--- src/hdl/prot_regs.svh ---
// Purpose: named constants for protection and trace provisioning
// Assumes: 40 MHz system clock
// Notes: times kept in their own units, cycle counts derived
`ifndef PROT_REGS_SVH
`define PROT_REGS_SVH
`define CLK_HZ 40000000
`define WTR_MAX_MIN 4'hC
`define WTR_RESET_MIN 4'h5
`define HOLDOFF_STEP_MS 100
`define HOLDOFF_MAX_STEPS 7'h64
`define HOLDOFF_RESET_STEPS 7'h00
`define SECONDS_PER_MIN 60
`define TRACE_LEN 16
`define TRACE_IDX_W 4
`define LAST_TRACE_IDX 4'hF
`endif

--- src/hdl/prot_pkg.sv ---
// Purpose: types for protection and trace provisioning
// Assumes: nothing beyond the constants header
// Notes: command codes are shared by all protection kinds
package prot_pkg;
    typedef enum logic [3:0] {
        CMD_NONE, CMD_CLEAR, CMD_LOCKOUT, CMD_FORCED, CMD_MANUAL,
        CMD_EXERCISE, CMD_LOCKOUT_NORMAL, CMD_CLEAR_LOCKOUT_NORMAL,
        CMD_LP_SPAN, CMD_FS_RING, CMD_FS_SPAN, CMD_MS_RING, CMD_MS_SPAN,
        CMD_EX_RING, CMD_EX_SPAN, CMD_LP_ALL
    } ext_cmd_t;
    typedef enum logic [1:0] {
        SCHEME_MSP, SCHEME_RING, SCHEME_SNC, SCHEME_TRAIL
    } scheme_t;
    typedef struct packed {
        logic revert_select;
        logic snc_monitor_type;
        logic monitor_type_set;
        logic direction_select;
        logic extra_traffic_flag;
        logic [3:0] restore_wait_minutes;
        logic [6:0] holdoff_interval;
    } prot_cfg_t;
    typedef struct packed {
        logic expected_trace_format;
        logic single_byte_mode;
        logic trace_mismatch_disable;
    } trace_cfg_t;
endpackage

--- src/hdl/prot_trace_prov.sv ---
// Operation
// - operation type settable revertive or not; resets to non-revertive.
// - protection type inherent or non-intrusive; operational only once written.
// - wait-to-restore in whole minutes 0..12, reset 5.
// - hold-off in 100 ms steps 0..10 s, reset 0.
// - settings may change while protection runs; applied at once.
// - when switching is active, protection replaces working facility.
// - manual switch held until released.
// - forced switch and lockout held until released.
// - MS adds lockout of normal and its clear to the five basic commands.
// - ring accepts ring and span variants plus lockout of all spans.
// - SNC and trail accept only clear, lockout, forced, manual, exercise.
// - each performed switch reported as a one-cycle valueless event.
// - sent and expected trace and format accepted; format defaults mode 1.
// - trace mismatch detection can be disabled.
// - expected trace may be a single repeating byte.
// - accepted trace returned on request.
// - active client chosen by per-adapter activation, inactive at reset.
// - single-client access point has fixed, non-writable activation.
// - accepted payload label returned on request.
// - linear MS holds direction and extra-traffic settings.
//
// Purpose: protection provisioning, external command and trace reporting
// Assumes: manager inputs come from logic on I_CLK
// Notes: the switching algorithm itself lives outside; this keeps
//        request state, timers and the failure-driven selection
`timescale 1ns/100ps
`include "prot_regs.svh"

module prot_trace_prov
    import prot_pkg::*;
#(
    parameter int N_ADAPT = 2,
    parameter bit SINGLE_CLIENT = 1'b0,
    parameter logic [31:0] SEC_CYCLES = `CLK_HZ,
    parameter logic [31:0] STEP_CYCLES = `CLK_HZ / 1000 * `HOLDOFF_STEP_MS
)
(
    input wire logic I_CLK,
    input wire logic I_SYS_RST,
    input wire scheme_t i_scheme,
    input wire logic i_cfg_wr,
    input wire prot_cfg_t i_cfg,
    input wire logic i_cmd_valid,
    input wire ext_cmd_t i_external_switch_command,
    input wire logic i_working_fail,
    input wire logic i_protect_fail,
    input wire logic i_trace_wr,
    input wire trace_cfg_t i_trace_cfg,
    input wire logic [7:0] i_sent_trace_value,
    input wire logic [7:0] i_expected_trace_value,
    input wire logic i_rx_trace_valid,
    input wire logic [7:0] i_rx_trace_byte,
    input wire logic i_trace_req,
    input wire logic i_label_req,
    input wire logic [7:0] i_rx_label,
    input wire logic i_act_wr,
    input wire logic [N_ADAPT-1:0] i_adapter_activate,
    output logic [7:0] o_tx_trace_byte,
    output logic o_switch_select,
    output logic o_switch_event_report,
    output logic o_prot_operational,
    output ext_cmd_t o_active_command,
    output prot_cfg_t o_cfg,
    output logic o_trace_mismatch_defect,
    output logic o_trace_ack,
    output logic [7:0] o_accepted_trace_value,
    output logic o_label_ack,
    output logic [7:0] o_accepted_payload_label,
    output logic [N_ADAPT-1:0] o_adapter_activate
);

    initial
    begin
        if (N_ADAPT < 1 || SEC_CYCLES < 1 || STEP_CYCLES < 1)
            $error("prot_trace_prov: bad parameter");
        if (SINGLE_CLIENT && N_ADAPT != 1)
            $error("prot_trace_prov: single client needs one adapter");
    end

    ////////////////////////////////////////////////////////////////////
    // command legality per scheme

    function automatic logic cmd_allowed(scheme_t s, ext_cmd_t c);
        logic ok;
        ok = 1'b0;
        case (s)
            SCHEME_MSP:
                ok = (c >= CMD_CLEAR &&
                      c <= CMD_CLEAR_LOCKOUT_NORMAL);
            SCHEME_RING:
                ok = (c == CMD_CLEAR || c >= CMD_LP_SPAN ||
                      c == CMD_LOCKOUT_NORMAL);
            default:
                ok = (c >= CMD_CLEAR && c <= CMD_EXERCISE);
        endcase
        return ok;
    endfunction

    function automatic logic is_lockout(ext_cmd_t c);
        return c == CMD_LOCKOUT || c == CMD_LP_SPAN || c == CMD_LP_ALL;
    endfunction

    function automatic logic is_forced(ext_cmd_t c);
        return c == CMD_FORCED || c == CMD_FS_RING || c == CMD_FS_SPAN;
    endfunction

    function automatic logic is_manual(ext_cmd_t c);
        return c == CMD_MANUAL || c == CMD_MS_RING || c == CMD_MS_SPAN;
    endfunction

    ////////////////////////////////////////////////////////////////////
    // provisioning

    prot_cfg_t cfg_q;
    prot_cfg_t cfg_d;

    always_comb
    begin
        cfg_d = i_cfg;
        if (i_cfg.restore_wait_minutes > `WTR_MAX_MIN)
            cfg_d.restore_wait_minutes = cfg_q.restore_wait_minutes;
        if (i_cfg.holdoff_interval > `HOLDOFF_MAX_STEPS)
            cfg_d.holdoff_interval = cfg_q.holdoff_interval;
        cfg_d.monitor_type_set = 1'b1;
    end

    always_ff @(posedge I_CLK)
    begin
        if (I_SYS_RST)
        begin
            cfg_q <= '0;
            cfg_q.restore_wait_minutes <= `WTR_RESET_MIN;
            cfg_q.holdoff_interval <= `HOLDOFF_RESET_STEPS;
        end
        else if (i_cfg_wr)
            cfg_q <= cfg_d;
    end

    assign o_cfg = cfg_q;
    // non-SNC schemes need no monitor type
    assign o_prot_operational =
        cfg_q.monitor_type_set || i_scheme != SCHEME_SNC;

    ////////////////////////////////////////////////////////////////////
    // external command state

    ext_cmd_t cmd_q;

    always_ff @(posedge I_CLK)
    begin
        if (I_SYS_RST)
            cmd_q <= CMD_NONE;
        else if (i_cmd_valid && cmd_allowed(i_scheme,
                 i_external_switch_command))
        begin
            if (i_external_switch_command == CMD_CLEAR ||
                i_external_switch_command == CMD_CLEAR_LOCKOUT_NORMAL)
                cmd_q <= CMD_NONE;
            else
                cmd_q <= i_external_switch_command;
        end
    end

    assign o_active_command = cmd_q;

    ////////////////////////////////////////////////////////////////////
    // hold-off and wait-to-restore timers

    logic [31:0] step_cnt_q;
    logic [6:0] ho_cnt_q;
    logic ho_done;
    logic [31:0] sec_cnt_q;
    logic [9:0] wtr_sec_q;
    logic wtr_run_q;
    logic sel_q;

    always_ff @(posedge I_CLK)
    begin
        if (I_SYS_RST || !i_working_fail)
        begin
            step_cnt_q <= '0;
            ho_cnt_q <= '0;
        end
        else if (!ho_done)
        begin
            if (step_cnt_q == STEP_CYCLES - 32'h1)
            begin
                step_cnt_q <= '0;
                ho_cnt_q <= ho_cnt_q + 7'h1;
            end
            else
                step_cnt_q <= step_cnt_q + 32'h1;
        end
    end

    // live compare so a changed hold-off applies at once
    assign ho_done = i_working_fail &&
        ho_cnt_q >= cfg_q.holdoff_interval;

    logic [9:0] wtr_limit;
    assign wtr_limit = 10'(cfg_q.restore_wait_minutes * `SECONDS_PER_MIN);

    always_ff @(posedge I_CLK)
    begin
        if (I_SYS_RST || !wtr_run_q)
        begin
            sec_cnt_q <= '0;
            wtr_sec_q <= '0;
        end
        else if (sec_cnt_q == SEC_CYCLES - 32'h1)
        begin
            sec_cnt_q <= '0;
            wtr_sec_q <= wtr_sec_q + 10'h1;
        end
        else
            sec_cnt_q <= sec_cnt_q + 32'h1;
    end

    ////////////////////////////////////////////////////////////////////
    // selection: 0 working, 1 protection

    logic sel_d;
    logic wtr_run_d;

    always_comb
    begin
        sel_d = sel_q;
        wtr_run_d = 1'b0;
        if (is_lockout(cmd_q) || !o_prot_operational)
            sel_d = 1'b0;
        else if (is_forced(cmd_q))
            sel_d = 1'b1;
        else if (ho_done && !i_protect_fail)
            sel_d = 1'b1;
        else if (is_manual(cmd_q))
            sel_d = !i_protect_fail;
        else if (sel_q && cfg_q.revert_select && !i_working_fail)
        begin
            wtr_run_d = 1'b1;
            if (wtr_run_q && wtr_sec_q >= wtr_limit)
            begin
                sel_d = 1'b0;
                wtr_run_d = 1'b0;
            end
        end
    end

    always_ff @(posedge I_CLK)
    begin
        if (I_SYS_RST)
        begin
            sel_q <= 1'b0;
            wtr_run_q <= 1'b0;
            o_switch_event_report <= 1'b0;
        end
        else
        begin
            sel_q <= sel_d;
            wtr_run_q <= wtr_run_d;
            o_switch_event_report <= sel_d != sel_q;
        end
    end

    assign o_switch_select = sel_q;

    ////////////////////////////////////////////////////////////////////
    // trace identifier

    trace_cfg_t tcfg_q;
    logic [7:0] tx_mem [`TRACE_LEN];
    logic [7:0] ex_mem [`TRACE_LEN];
    logic [7:0] ac_mem [`TRACE_LEN];
    logic [`TRACE_IDX_W-1:0] wr_idx_q;
    logic [`TRACE_IDX_W-1:0] tx_idx_q;
    logic [`TRACE_IDX_W-1:0] rx_idx_q;
    logic [`TRACE_IDX_W-1:0] rd_idx_q;
    logic mism_q;
    logic frame_mism_q;

    always_ff @(posedge I_CLK)
    begin
        if (I_SYS_RST)
        begin
            tcfg_q <= '0;
            wr_idx_q <= '0;
        end
        else if (i_trace_wr)
        begin
            tcfg_q <= i_trace_cfg;
            tx_mem[wr_idx_q] <= i_sent_trace_value;
            ex_mem[wr_idx_q] <= i_expected_trace_value;
            wr_idx_q <= wr_idx_q + 1'b1;
        end
    end

    always_ff @(posedge I_CLK)
    begin
        if (I_SYS_RST)
        begin
            tx_idx_q <= '0;
            o_tx_trace_byte <= 8'h00;
        end
        else
        begin
            tx_idx_q <= tx_idx_q + 1'b1;
            o_tx_trace_byte <= tx_mem[tx_idx_q];
        end
    end

    logic [7:0] exp_byte;
    // single-byte form compares every byte with entry 0
    assign exp_byte = tcfg_q.single_byte_mode ?
        ex_mem[0] : ex_mem[rx_idx_q];

    always_ff @(posedge I_CLK)
    begin
        if (I_SYS_RST)
        begin
            rx_idx_q <= '0;
            frame_mism_q <= 1'b0;
            mism_q <= 1'b0;
        end
        else if (i_rx_trace_valid)
        begin
            ac_mem[rx_idx_q] <= i_rx_trace_byte;
            rx_idx_q <= rx_idx_q + 1'b1;
            if (rx_idx_q == `LAST_TRACE_IDX)
            begin
                mism_q <= frame_mism_q || i_rx_trace_byte != exp_byte;
                frame_mism_q <= 1'b0;
            end
            else
                frame_mism_q <= frame_mism_q ||
                    i_rx_trace_byte != exp_byte;
        end
    end

    always_ff @(posedge I_CLK)
    begin
        if (I_SYS_RST)
            o_trace_mismatch_defect <= 1'b0;
        else
            o_trace_mismatch_defect <=
                mism_q && !tcfg_q.trace_mismatch_disable;
    end

    // each request cycle returns the next accepted trace byte, one cycle later
    always_ff @(posedge I_CLK)
    begin
        if (I_SYS_RST)
        begin
            rd_idx_q <= '0;
            o_trace_ack <= 1'b0;
            o_accepted_trace_value <= 8'h00;
        end
        else
        begin
            o_trace_ack <= i_trace_req;
            if (i_trace_req)
            begin
                o_accepted_trace_value <= ac_mem[rd_idx_q];
                rd_idx_q <= rd_idx_q + 1'b1;
            end
        end
    end

    ////////////////////////////////////////////////////////////////////
    // payload label and activation

    always_ff @(posedge I_CLK)
    begin
        if (I_SYS_RST)
        begin
            o_label_ack <= 1'b0;
            o_accepted_payload_label <= 8'h00;
        end
        else
        begin
            o_label_ack <= i_label_req;
            if (i_label_req)
                o_accepted_payload_label <= i_rx_label;
        end
    end

    logic [N_ADAPT-1:0] act_q;

    always_ff @(posedge I_CLK)
    begin
        if (I_SYS_RST)
            act_q <= '0;
        else if (SINGLE_CLIENT)
            act_q <= '1;
        else if (i_act_wr)
            act_q <= i_adapter_activate;
    end

    assign o_adapter_activate = act_q;

endmodule

--- config.mk ---
export PLATFORM = sky130hd
export DESIGN_NAME = prot_trace_prov
export DESIGN_NICKNAME = d
export VERILOG_FILES = /design/src/hdl/prot_pkg.sv /design/src/hdl/prot_trace_prov.sv
export VERILOG_INCLUDE_DIRS = /design/src /design/src/hdl
export SDC_FILE = /design/constraint.sdc
export NUM_CORES = 1
export LEC_CHECK = 0
export BUFFER_PORTS_ARGS = -buffer_cell sky130_fd_sc_hd__buf_2
export CELL_PAD_IN_SITES_DETAIL_PLACEMENT = 1
export CELL_PAD_IN_SITES_GLOBAL_PLACEMENT = 2
export CORE_UTILIZATION = 50
export CTS_BUF_LIST = sky130_fd_sc_hd__clkbuf_2 sky130_fd_sc_hd__clkbuf_4 sky130_fd_sc_hd__clkbuf_8
export CTS_CLUSTER_DIAMETER = 80
export DETAILED_ROUTE_END_ITERATION = 8
export HOLD_SLACK_MARGIN = 0.12
export PLACE_DENSITY_LB_ADDON = 0.2
export SETUP_SLACK_MARGIN = 0.1
export SKIP_LAST_GASP = 1
export SYNTH_ARGS = -nofsm -noshare
export SYNTH_HDL_FRONTEND = slang
export SYNTH_SLANG_ARGS = --single-unit
--- constraint.sdc ---
create_clock -name I_CLK -period 10.2 [get_ports I_CLK]
set_input_delay 1.02 -clock I_CLK [delete_from_list [all_inputs] [get_ports I_CLK]]
set_output_delay 1.02 -clock I_CLK [all_outputs]
set_load 0.02 [all_outputs]
Word level (Yosys, flattened, before mapping). Memory sizes are Yosys's and may differ from the RTL's. A register that Yosys moved wholly into a read port is not among the register bits. Cells that the tools add are included.

Flip-flop bits (word level): 137. Bits in writable memories: 384. ROM bits: 0. Input port bits: 70. Output and inout bits: 52. Memories kept: 3. Word-level logic and storage cells: 127. Latch bits: 0.

Divide/modulo/power cells: 0. Multiplexer cells: 21. Order comparisons: 8. Add/subtract/negate cells: 8. Equality and inequality tests: 19. Reduce and logical (&&, ||, !) cells: 35. Multipliers: 1. Bitwise logic cells: 4. Shift operators: 0.

Memory list: ac_mem (depth 16, width 8, rd ports 1, clocked after Yosys merged registers in 1, write ports 1, RTL line prot_trace_prov.sv:273) `` logic [7:0] ac_mem [`TRACE_LEN]; ``; ex_mem (depth 16, width 8, rd ports 2, clocked after Yosys merged registers in 1, write ports 1, RTL line prot_trace_prov.sv:272) `` logic [7:0] ex_mem [`TRACE_LEN]; ``; tx_mem (depth 16, width 8, rd ports 1, clocked after Yosys merged registers in 1, write ports 1, RTL line prot_trace_prov.sv:271) `` logic [7:0] tx_mem [`TRACE_LEN]; ``.

Operators with widths (number): $add 32x1->32 const B (2); $eq 32x22->1 const B (1); $eq 32x26->1 const B (1); $mux 32 (1); $eq 4x4->1 const B (7); $add 4x1->4 const B (4); $mux 1 (15); $logic_or 1x1->1 (14); $eq 4x3->1 const B (3); $mux 4 (3); $add 10x1->10 const B (1); $ge 10x10->1 (1); $logic_and 1x1->1 (9); $eq 4x2->1 const B (2); $le 4x3->1 const B (2); $mul 4x4->8 const B (1); $mux 8 (1); $ne 8x8->1 (1); $reduce_and 2->1 (4); $add 7x1->7 const B (1); $ge 7x7->1 (1); $gt 7x7->1 const B (1); $reduce_or 6->1 (1); $logic_not 1->1 (5); other kinds (11) (14).

Depth between registers and ports, before layout.
Depth after elaboration: 10. Depth in mapped cells: 16. Gate-level depth less buffers: 16.

Worst setup path before layout. OpenSTA, ideal clock, no wires.

Kind: reg2reg. Start point: reg cfg_q, in the netlist o_cfg[9]. End point: reg o_switch_event_report. Stages on the path, launching flop included: 17. Required time: 10.079 ns. Path slack: 6.351 ns. Setup time: 0.121 ns. Period minus slack after synthesis: 3.849 ns. Data arrival time: 3.729 ns. Path buffers: 0. Cell sequence: dfxtp_1 fa_1 fa_1 inv_1 fa_1 inv_1 a21o_1 a21oi_1 xor2_1 ha_1 o21a_1 o21a_1 o21ai_0 a21oi_1 nor2_1 o31ai_1 mux2_2.

Longest elaborated chain between the ends: 10.

RTL lines: start: declaration (RTL line prot_trace_prov.sv:115) `prot_cfg_t cfg_q;`; start signal: assignment (RTL line prot_trace_prov.sv:137) `cfg_q <= cfg_d;`; $mul 4x4->8 (no line); $ge 10x10->1 (RTL line prot_trace_prov.sv:241) `if (wtr_run_q && wtr_sec_q >= wtr_limit)`; $logic_and 1x1->1 (RTL line prot_trace_prov.sv:241); $mux 1 (RTL line prot_trace_prov.sv:241); $mux 1 (RTL line prot_trace_prov.sv:238) `else if (sel_q && cfg_q.revert_select && !i_working_fail)`; $mux 1 (RTL line prot_trace_prov.sv:236) `else if (is_manual(cmd_q))`; $mux 1 (RTL line prot_trace_prov.sv:234) `else if (ho_done && !i_protect_fail)`; $mux 1 (RTL line prot_trace_prov.sv:232) `else if (is_forced(cmd_q))`; $mux 1 (RTL line prot_trace_prov.sv:230) `if (is_lockout(cmd_q) || !o_prot_operational)`; $ne 1x1->1 (RTL line prot_trace_prov.sv:261) `o_switch_event_report <= sel_d != sel_q;`; end signal: assignment (RTL line prot_trace_prov.sv:261); end: declaration (RTL line prot_trace_prov.sv:61) `output logic o_switch_event_report,`.

Every way passes these cells. A chain may end at the register's enable or synchronous reset.

Worst setup path in the final report. Same ends and word-level chain as after synthesis.

==> results.ini <==
[sta]
worst_pin_slew_ps=1256
finalSetupViolations=0
maxSlewViolCount=0
maxSlewHeadroom_pct=16.29
tns_ps=0
max_freq_mhz=240.5
fin_crit_ps=4158
final.period_utilization_pct=40.76
hold_violations=0
rsz0062_at_grt=false
fin_skew_ps=19.94

[global_routing]
grt_pass1_vias=13650
gr-usage-all-layers_pct=23.15
antenna_found_initial=2
grt_remaining_overflow=0
grt_pass1_wl_um=77710
grt_max_degree=65

[synth]
yosys.area.top_type=edfxtp_1
async_reset_ff_share_pct=0
avgSynthCellArea_um2=15.17
synth_cell_type_count=56
synth_top_cells_by_area=edfxtp_1, dfxtp_1, mux4_2
ys_ff_latch=541
synthesis.nets=1580
synth_area_um2=22210
syn_inst=1464
synth_edf_count=384
ys_seq_area_share_pct=66.07
yosysWarnings=0
synthFlopType=edfxtp_1
synth_top_area_share_pct=51.92

[drt]
ant_nets=0
wire_per_inst_um=22.17
drtIter0Drc=829
dr.pass1.iters=5
drt-vias-per-instance=5.650
dr_total_vias=12970
routed_wl_um=50900
drc_errors=0

[die]
start_util_pct=51.11
die_x_um=212.8
die_area_um2=45270
coreArea_um2=43460
rows=76
io_pins=122
die_height_um=212.8

[critical_path]
crit_type=reg2reg
startpoint_type=register
cpMostUsedCell=fa_1
r2r-start=o_cfg[9]
crit_family=adder cells
cp_max_fo=7
reg2reg_slack_ps=6040
cp_data_required_time_ps=10730
critPathMaxStageDelay_ps=540
cpMaxStageDelayCell=dfxtp_1
critical_path_buf_inv_count=2
path_cells=fa_1 > fa_1 > inv_1 > fa_1 > inv_1 > a21o_1 > a21oi_1 > xor2_1 > ha_1 > o21a_1 > o21a_1 > o21ai_0 > a21oi_1 > nor2_1 > o31ai_1 > mux2_2
cp_data_arrival_time_ps=4690
rr_worst_depth=16
endpoint_kind=register
r2r-end=o_switch_event_report

[flow_run]
maxCapViolations=0

[cells_and_area]
multi_input_area_um2=7119
seq_area_um2=14680
drive_gt1_share_pct=24.84
final_core_util_pct=58.42
fin_nets=1756
area_growth_pct=14.31
antennaDiodeCount=0
fillers=4185

[clocking]
hold_buffers=0
worstSkewPairLatency_ps=660
clock-sinks=541
cts_tree=done
cts_setup_buffers=0
numCtsBuffers=90
cts_buffer_depth=3
cts_resized=0
clk_pin_slew_worst_paths_ps=60
htreeDepth=3
root_buffer=clkbuf_8

[min_path]
min-delay-start=tcfg_q[0]
min_to=o_trace_mismatch_defect
whs_path_depth=1
min_path_type=reg2reg

[power_and_ir_drop]
power.density_nw_per_um2=187.6
leakagePower_nw=8.705
sw_frac_of_total_pct=22.84
p_seq_share_pct=50.6
combPwrFrac_pct=6.9
vdd_ir_drop_max_uv=135.7
p_int_mw=3.676
p_switching_mw=1.088
clkPwrFrac_pct=42.5

[status]
outcome=finished, final reports clean

[placement]
place.gp.congestion=0.7433
place_hpwl_um=31200
portBuffers=119

-- through the flow --
step	power [mW]	area [um2]	hold WS, ps	cells	setup WS (ps)
final	4.763	25390	444.2	2296	6042
after global routing	4.929	25390	471.6	2296	5752
after CTS	4.822	25390	451.9	2296	6012
after detailed placement	2.790	23470	441.3	2133	6022
after global placement	2.777	23470	420.5	2133	6093
after floorplan	2.670	22210	397.1	1464	6351
-- layer usage --
layer | vias to the layer above | GRT usage (%) | part of all wire, %
met3 | 84 | 4.530 | 5.1
met5 | - | 0 | 0.053
met2 | 303 | 39.79 | 50
met4 | 4 | 6.549 | 1.8
met1 | 6635 | 29.94 | 43
li1 | 5946 | - | -
-- synthesized netlist by cell type, drive strengths merged (27+ instances only) --
| cell type | number |
|---|---|
| and2 | 47 |
| inv | 47 |
| ha | 41 |
| dfxtp | 157 |
| xor2 | 42 |
| mux4 | 112 |
| clkbuf | 35 |
| edfxtp | 384 |
| a21oi | 54 |
| nand2 | 53 |
| mux2i | 39 |
| nand3 | 37 |
| xnor2 | 27 |
| nor2 | 127 |
| o21ai | 36 |
-- cells in the final DEF (no fill, tap or decap), types with 35 or more instances in the layout --
cell type    n
clkbuf_8   103
mux4_2     112
and2_1      47
mux2i_1     39
nand2_1     53
ha_1        41
edfxtp_1   384
xor2_1      42
inv_1       47
o21ai_0     35
nor2_1     127
a21oi_1     54
nand3_1     37
buf_2      119
dfxtp_1    154
-- worst max-delay path by stage --
stage                            end  cells after the start  startpoint  slack, ps
6_report       o_switch_event_report                     16    o_cfg[9]       6040
5_1_grt        o_switch_event_report                     15    o_cfg[9]       5750
4_1_cts        o_switch_event_report                     16    o_cfg[9]       6010
3_5_place_dp   o_switch_event_report                     16    o_cfg[9]       6020
3_3_place_gp   o_switch_event_report                     16    o_cfg[9]       6090
2_1_floorplan  o_switch_event_report                     16    o_cfg[9]       6350
-- cells by family (layout without fill, tap and decap cells) --
kind of cell    Yosys count  after routing  synth area share, %
xor+xnor                 69             69                2.721
compound gates          150            150                4.129
flops                   541            541                66.07
fa+ha+maj                46             46                2.760
buf+inv                 105            352                1.876
simple gates            401            401                9.278
mux                     152            152                13.17
-- power groups by stage --
stage	registers, mW	logic, mW	clock network (mW)
3_5_place_dp	2.46	0.334	0
4_1_cts	2.41	0.337	2.07
2_1_floorplan	2.46	0.209	0
6_report	2.41	0.330	2.02
5_1_grt	2.41	0.363	2.15
3_3_place_gp	2.45	0.323	0
-- sequential cells by signal, summed over array words and instances (netlist names), 7 cells and up, named ones only --
register                  cells
ac_mem                      128
ex_mem                      128
tx_mem                      128
sec_cnt_q                    32
step_cnt_q                   32
o_cfg                        16
wtr_sec_q                    10
o_accepted_payload_label      8
o_accepted_trace_value        8
o_tx_trace_byte               8
ho_cnt_q                      7
-- layout make-up --
type	instances	share of cell area, %
Clock buffer	136	6.560
Timing Repair Buffer	141	2.996
Clock inverter	27	0.9955
Multi-Input combinational cell	818	28.04
Tap cell	585	2.883
Sequential cell	541	57.81
Inverter	48	0.7097
Note: power is estimated with default switching activity, not from simulation.
